<file path="src/pkg/nvrw_pkg.sv">
// Package: constants and types for the nonvolatile read/write control block
package nvrw_pkg;

  // ****************************************************************
  // Control bit positions
  // ****************************************************************
  localparam int NVRW_BIT_READ_START = 0;
  localparam int NVRW_BIT_WRITE_START = 1;
  localparam int NVRW_BIT_PROGRAM_ENABLE = 2;

  // ****************************************************************
  // Unlock key values
  // ****************************************************************
  localparam logic [7:0] NVRW_KEY_FIRST = 8'h55;
  localparam logic [7:0] NVRW_KEY_SECOND = 8'hAA;

  // ****************************************************************
  // Reset values and timing
  // ****************************************************************
  localparam logic NVRW_RST_BIT = 1'b0;
  localparam int NVRW_CLK_MHZ = 25;
  // Self-timed program/erase duration, in microseconds
  localparam int NVRW_PROG_TIME_US = 2;
  localparam int NVRW_PROG_CYCLES = NVRW_PROG_TIME_US * NVRW_CLK_MHZ;
  localparam int NVRW_TIMER_W = 16;

  // Unlock sequencer states
  typedef enum logic [2:0] {
    NVRW_UL_IDLE = 3'b001,
    NVRW_UL_GOT55 = 3'b010,
    NVRW_UL_OPEN = 3'b100
  } nvrw_unlock_t;

  // Write operation states
  typedef enum logic [1:0] {
    NVRW_WR_IDLE = 2'b01,
    NVRW_WR_BUSY = 2'b10
  } nvrw_wr_state_t;

endpackage

</file>
<file path="src/core/nvrw_ctrl.sv">
// Module: start/tracking control for nonvolatile program/erase and reads
`timescale 1ns/100ps
`default_nettype none
module nvrw_ctrl
  import nvrw_pkg::*;
#(
  parameter int PROG_CYCLES = NVRW_PROG_CYCLES
) (
  input wire logic clk,
  input wire logic rst_n,
  input wire logic ctrl_wr,
  input wire logic [7:0] ctrl_wdata,
  input wire logic unlock_key_port_wr,
  input wire logic [7:0] unlock_key_port_wdata,
  output logic [7:0] ctrl_rdata,
  output logic program_enable_bit,
  output logic write_start_bit,
  output logic read_start_bit,
  output logic nvm_prog_start,
  output logic nvm_read_strobe
);

  // ****************************************************************
  // State
  // ****************************************************************
  nvrw_unlock_t ul_q;
  nvrw_unlock_t ul_d;
  nvrw_wr_state_t wr_q;
  nvrw_wr_state_t wr_d;
  logic pen_q;
  logic rd_q;
  logic rd_d;
  logic prog_start_q;
  logic prog_done;

  // ****************************************************************
  // Decoding
  // ****************************************************************
  wire set_wr = ctrl_wr && ctrl_wdata[NVRW_BIT_WRITE_START];
  wire set_rd = ctrl_wr && ctrl_wdata[NVRW_BIT_READ_START];
  // Any other control write breaks the key sequence as well
  wire write_ok = set_wr && (ul_q == NVRW_UL_OPEN) && pen_q && (wr_q == NVRW_WR_IDLE);
  wire wr_busy = (wr_q == NVRW_WR_BUSY);

  // Unlock sequencer: 55h then AAh opens a one-shot window
  always_comb begin
    ul_d = ul_q;
    case (ul_q)
      NVRW_UL_IDLE: begin
        if (unlock_key_port_wr && unlock_key_port_wdata == NVRW_KEY_FIRST) ul_d = NVRW_UL_GOT55;
      end
      NVRW_UL_GOT55: begin
        if (unlock_key_port_wr) ul_d = (unlock_key_port_wdata == NVRW_KEY_SECOND) ? NVRW_UL_OPEN : NVRW_UL_IDLE;
        else if (ctrl_wr) ul_d = NVRW_UL_IDLE;
      end
      NVRW_UL_OPEN: begin
        // Window is consumed by the next control or key write
        if (ctrl_wr || unlock_key_port_wr) ul_d = NVRW_UL_IDLE;
      end
      default: ul_d = NVRW_UL_IDLE;
    endcase
  end

  // Write operation: idle until an honoured start, busy until timer done
  always_comb begin
    wr_d = wr_q;
    case (wr_q)
      NVRW_WR_IDLE: begin
        if (write_ok) wr_d = NVRW_WR_BUSY;
      end
      NVRW_WR_BUSY: begin
        if (prog_done) wr_d = NVRW_WR_IDLE;
      end
      default: wr_d = NVRW_WR_IDLE;
    endcase
  end

  // Read bit: set by software, dropped by hardware the next cycle
  assign rd_d = set_rd && !rd_q;

  nvrw_timer #(
    .CYCLES(PROG_CYCLES)
  ) u_timer (
    .clk(clk),
    .rst_n(rst_n),
    .start(prog_start_q),
    .done(prog_done)
  );

  // Registers; zero writes never clear the start bits
  always_ff @(posedge clk or negedge rst_n) begin
    if (!rst_n) begin
      ul_q <= NVRW_UL_IDLE;
      wr_q <= NVRW_WR_IDLE;
      pen_q <= NVRW_RST_BIT;
      rd_q <= NVRW_RST_BIT;
      prog_start_q <= NVRW_RST_BIT;
    end else begin
      ul_q <= ul_d;
      wr_q <= wr_d;
      rd_q <= rd_d;
      prog_start_q <= write_ok;
      if (ctrl_wr) pen_q <= ctrl_wdata[NVRW_BIT_PROGRAM_ENABLE];
    end
  end

  // ****************************************************************
  // Outputs
  // ****************************************************************
  // Write-start mirrors the busy state, so it reads zero when idle
  assign write_start_bit = wr_busy;
  assign read_start_bit = rd_q;
  assign program_enable_bit = pen_q;
  assign nvm_prog_start = prog_start_q;
  assign nvm_read_strobe = rd_q;
  assign ctrl_rdata = {5'h00, pen_q, wr_busy, rd_q};

endmodule
`default_nettype wire

</file>
<file path="src/core/nvrw_timer.sv">
// Module: self-timed program/erase duration counter
`timescale 1ns/100ps
`default_nettype none
module nvrw_timer
  import nvrw_pkg::*;
#(
  parameter int CYCLES = NVRW_PROG_CYCLES
) (
  input wire logic clk,
  input wire logic rst_n,
  input wire logic start,
  output logic done
);

  logic [NVRW_TIMER_W-1:0] cnt_q;
  logic [NVRW_TIMER_W-1:0] cnt_d;
  logic run_q;
  logic run_d;
  wire last = run_q && (cnt_q == NVRW_TIMER_W'(CYCLES - 1));

  // Count from start until the programmed duration has elapsed
  assign run_d = start ? 1'b1 : (last ? 1'b0 : run_q);
  assign cnt_d = start ? '0 : (run_q ? cnt_q + 1'b1 : cnt_q);
  assign done = last;

  always_ff @(posedge clk or negedge rst_n) begin
    if (!rst_n) begin
      cnt_q <= '0;
      run_q <= 1'b0;
    end else begin
      cnt_q <= cnt_d;
      run_q <= run_d;
    end
  end

endmodule
`default_nettype wire

</file>
<file path="config.mk">
export PLATFORM = sky130hd
export DESIGN_NAME = nvrw_ctrl
export DESIGN_NICKNAME = d
export VERILOG_FILES = /design/src/pkg/nvrw_pkg.sv /design/src/core/nvrw_ctrl.sv /design/src/core/nvrw_timer.sv
export SDC_FILE = /design/constraint.sdc
export NUM_CORES = 1
export LEC_CHECK = 0
export ABC_AREA = 1
export CORE_UTILIZATION = 55
export CTS_BUF_LIST = sky130_fd_sc_hd__clkbuf_16
export DETAILED_ROUTE_END_ITERATION = 8
export DONT_BUFFER_PORTS = 1
export GPL_ROUTABILITY_DRIVEN = 0
export PLACE_DENSITY_LB_ADDON = 0.3
export REMOVE_ABC_BUFFERS = 1
export SYNTH_ARGS = -nofsm -noshare
export SYNTH_HDL_FRONTEND = slang
export SYNTH_HIERARCHICAL = 1
export SYNTH_SLANG_ARGS = --single-unit
</file>
<file path="constraint.sdc">
create_clock -name clk -period 1.7 [get_ports clk]
set_clock_uncertainty 0.05 [all_clocks]
set_input_delay 0.34 -clock clk [delete_from_list [all_inputs] [get_ports clk]]
set_output_delay 0.34 -clock clk [all_outputs]
set_load 0.03 [all_outputs]
</file>
======== After elaboration in Yosys (flattened, before gate mapping) ========
Index checks and enable logic that the tools add are counted.
word-level totals
  register bits after elaboration ......... 25
  output and inout bits ................... 13
  logic and storage cells ................. 48
operators by class
  add/subtract/negate cells ............... 1
  eq/ne operators ......................... 13
  multiplexer cells ....................... 13
  reduce and logical (&&, ||, !) cells .... 14
operators by type and width
  cell                                                                      count
  16-bit 2-to-1 mux                                                         2
  16-bit by 1-bit adder with 16-bit output (second input constant)          1
  16-bit by 6-bit == test with 1-bit output (second input constant)         1
  3-bit 2-to-1 mux                                                          5
  3-bit case mux with 3 select lines                                        1
  8-bit by 7-bit == test with 1-bit output (second input constant)          1
  8-bit == test (second input constant)                                     1
  1-bit logical AND                                                         8
  2-bit 2-to-1 mux                                                          2
  2-bit by 1-bit inequality test with 1-bit output (second input constant)  2
  2-bit inequality test (second input constant)                             2
  2-bit case mux with 2 select lines                                        1
  2-bit nonzero test                                                        2
  3-bit by 1-bit == test with 1-bit output (second input constant)          1
  3-bit by 2-bit == test with 1-bit output (second input constant)          1
  3-bit == test (second input constant)                                     1
  3-bit inequality test (second input constant)                             1
  3-bit AND reduction                                                       1
  2-bit by 1-bit == test with 1-bit output (second input constant)          1
  2-bit == test (second input constant)                                     1
  1-bit 2-to-1 mux                                                          2
  2-bit AND reduction                                                       1
  1-bit zero test                                                           1
  1-bit logical OR                                                          1

======== Longest topological paths before layout ========
  word-level depth ........................ 6
  gate-level depth with buffers ........... 9
  depth with buffers taken out ............ 9

======== Modules after synthesis ========
The synthesis kept the hierarchy.
by module, submodules not included
  module      times used  cells an instance  area each (um^2)
  nvrw_timer  1           140                1011.0
  nvrw_ctrl   1           68                 535.5

======== Worst setup path after synthesis ========
Ideal clock, no wire load.
  path type ............................... flip-flop to output port
  start point ............................. register wr_q[0]
  end point ............................... output port ctrl_rdata[1]
  arrival ................................. 1.069 ns
  required time ........................... 1.310 ns
  path slack .............................. 0.241 ns
  cell stages (with the launch flop) ...... 3
  path buffers ............................ 1
  path through ............................ dfstp_2 > nor2_1 > buf_4
on the way
  word-level cells in the longest chain between the ends .. 1
ends and longest elaborated chain
  what                    line              RTL
  from (decl)             nvrw_ctrl.sv:28   nvrw_wr_state_t wr_q;
  from (signal assigned)  nvrw_ctrl.sv:100  wr_q <= wr_d;
  2-bit == test           nvrw_ctrl.sv:43   wire wr_busy = (wr_q == NVRW_WR_BUSY);
  to (decl)               nvrw_ctrl.sv:15   output logic [7:0] ctrl_rdata,
Every way passes these cells.

======== Worst setup path in the final report ========
  start point ............................. register u_timer.cnt_q[4]
  end point ............................... register wr_q[1]
on the way
  word-level cells in the longest chain between the ends .. 4
ends and longest elaborated chain
  what                                                        line              RTL
  from (decl)                                                 nvrw_timer.sv:15  logic [NVRW_TIMER_W-1:0] cnt_q;
  from (signal assigned)                                      nvrw_timer.sv:31  cnt_q <= cnt_d;
  16-bit by 6-bit == test with 1-bit output                   nvrw_timer.sv:19  wire last = run_q && (cnt_q == NVRW_TIMER_W'(CYCLES - 1));
  1-bit logical AND                                           nvrw_timer.sv:19
  net prog_done                                               nvrw_ctrl.sv:34   logic prog_done;
  2-bit by 1-bit inequality test with 1-bit output (no line)  -
  2-bit AND reduction (no line)                               -
The timed path passes the listed nets, and every way through them passes these cells.
A chain may end at the register's enable or synchronous reset.

==> impl_metrics.json <==
{
  "htreeDepth": 1,
  "grt_max_degree": 26,
  "cts_buffer_depth": 2,
  "syn_inst": 208,
  "start_util_pct": 60.23,
  "fin_crit_ns": 1.476,
  "hold_slack_ns": 0.1431,
  "die_h_um": 55.03,
  "clock-sinks": 25,
  "ir_drop_v": 0.0007980,
  "leakage_uw": 0.0008198,
  "cts_root_buf": "clkbuf_16",
  "setup-violations-final": 0,
  "final_cell_mix": "46 x nand2_1, 38 x nor2_1, 24 x inv_1, 23 x dfrtp_1, 10 x nand3_1",
  "cts_tree": "built",
  "postLayoutCellArea_mm2": 0.001663,
  "antenna_found_initial": 0,
  "yosysWarnings": 6,
  "criticalPathCategory": "reg -> reg",
  "fin_nets": 235,
  "drt_first_pass_iters": 4,
  "ant_nets": 0,
  "wl_per_cell_um": 11.99,
  "hold_violations": 0,
  "num_rows": 18,
  "avgSynthCellArea_um2": 7.435,
  "numCtsBuffers": 3,
  "path_clk_slew_ns": 0.06,
  "via_per_inst": 5.231,
  "io-pin-count": 33,
  "vias": 1266,
  "finalCoreUtilization_pct": 64.77,
  "synth_seq_cells": 25,
  "report.final.slew_viol_count": 0,
  "p_per_area_mw_per_mm2": 730.9,
  "yosysSeqAreaShare_pct": 40.61,
  "core_area_mm2": 0.002567,
  "max_freq_mhz": 677.3,
  "drc": 0,
  "critPathMaxFanout": 4,
  "dp_hpwl_um": 2148,
  "grt_pass1_vias": 1198,
  "layout-drive-gt1-share_pct": 15.57,
  "grt_pass1_wl_um": 4740,
  "grt_overflow_total": 0,
  "place.port_buffers": 0,
  "final_common_cell": "nand2_1",
  "drt_iter0_drc": 31,
  "num_antenna_cells": 0,
  "die_w_um": 55.03,
  "hp-class": "in -> reg",
  "syn_to_final_growth_pct": 7.524,
  "fin_crit_sh_pct": 86.85,
  "r2r_slack_ns": 0.22,
  "die_area_mm2": 0.003028,
  "yosysUniqueCellTypes": 26,
  "status": "finished clean",
  "grt_usage_pct": 22.27,
  "crit_required_ns": 1.80,
  "arrival_ns": 1.58,
  "wl_um": 2902,
  "finalPower_uw": 1215,
  "cap_violations": 0,
  "place_area_mm2": 0.001554,
  "clkLatencyLatePin_ns": 0.26,
  "endpoint_kind": "flop",
  "finalSetupTns_ns": 0,
  "grt_setup_unrepaired": "no",
  "synth_area_mm2": 0.001546,
  "cp-start-kind": "flop"
}
## per-stage QoR
step,setup slack [ns],instances
floorplan,0.1751,202
global placement,0.2843,236
detailed placement,0.2502,236
CTS,0.2368,242
global route,0.1050,242
finish,0.2236,242
## state kept, by name, summed over array words and instances (netlist names)
name	cells
nvm_prog_start	1
nvm_read_strobe	1
program_enable_bit	1
u_timer/cnt_q	16
u_timer/run_q	1
ul_q	3
wr_q	2
## synthesized netlist by cell type, drive strengths merged
cell,instances,area (µm²)
nand3b,2,15.01
dfrtp,23,575.6
mux2,1,11.26
ha,2,25.02
nor2,44,200.2
nor3,9,71.32
a21oi,5,25.02
conb,1,3.750
o21bai,1,7.510
buf,10,75.07
nand2,51,209.0
nand4,8,50.05
nand3,12,70.07
dfstp,2,52.55
o22ai,1,6.260
inv,28,105.1
o21ai,8,43.79
## logic make-up (layout without fill, tap and decap cells)
logic type	after synthesis	after routing	share of synthesized area, %
compound gates	15	15	5.340
fa+ha+maj	2	2	1.618
flops	25	25	40.61
mux	1	1	0.7281
simple gates	126	126	39.81
other cells	1	5	0.2425
buf+inv	38	38	11.65
## critical path: stages, from the launching register on
cell and delay (ns):
dfrtp_1 0.42, nand2_1 0.12, inv_1 0.17, nand2_1 0.07
nor2_1 0.11, nand2_1 0.09, nor2_1 0.10, nor3_1 0.07
nor2_2 0.13, inv_2 0.03
## where the power goes
| part | switching [µW] | internal [µW] |
|---|---|---|
| Combinational | 73.4 | 25.0 |
| Clock | 193 | 314 |
| Sequential | 4.86 | 605 |
## per-layer routing
metal,GRT usage (%),share of wire (%),up-vias,wire [µm]
met2,42.77,50,39,1461
met4,5.833,0.90,0,26
met1,24.10,43,575,1251
met3,5.191,5.6,4,163
li1,-,-,648,-
met5,0,0,-,0
## final cells by class
class,instances,area (µm²)
Inverter,28,105.1
Fill cell,233,904.6
Clock inverter,1,3.754
Tap cell,30,37.54
Multi-Input combinational cell,149,753.2
Clock buffer,3,75.07
Sequential cell,25,628.1
Timing Repair Buffer,6,60.06
## worst paths after layout
path	cells after the start	to	from
worst max-delay path	9	wr_q[1]	u_timer/cnt_q[4]
worst min-delay path	2	nvm_read_strobe	ctrl_wdata[0]
worst max register to register	9	wr_q[1]	u_timer/cnt_q[4]
worst min register to register	2	u_timer/cnt_q[15]	u_timer/cnt_q[15]
max in group asynchronous	2	wr_q[0]	rst_n
min in group asynchronous	2	u_timer/cnt_q[5]	rst_n
## what timing repair did
action / in CTS / in global routing
buffers inserted: 0 / 0
setup endpoints to repair: 0 / 0
hold buffers: 2 / 0
hold endpoints to repair: 25 / 0
gates resized for setup: 0 / 0
Power figures use the tool's default switching activity.
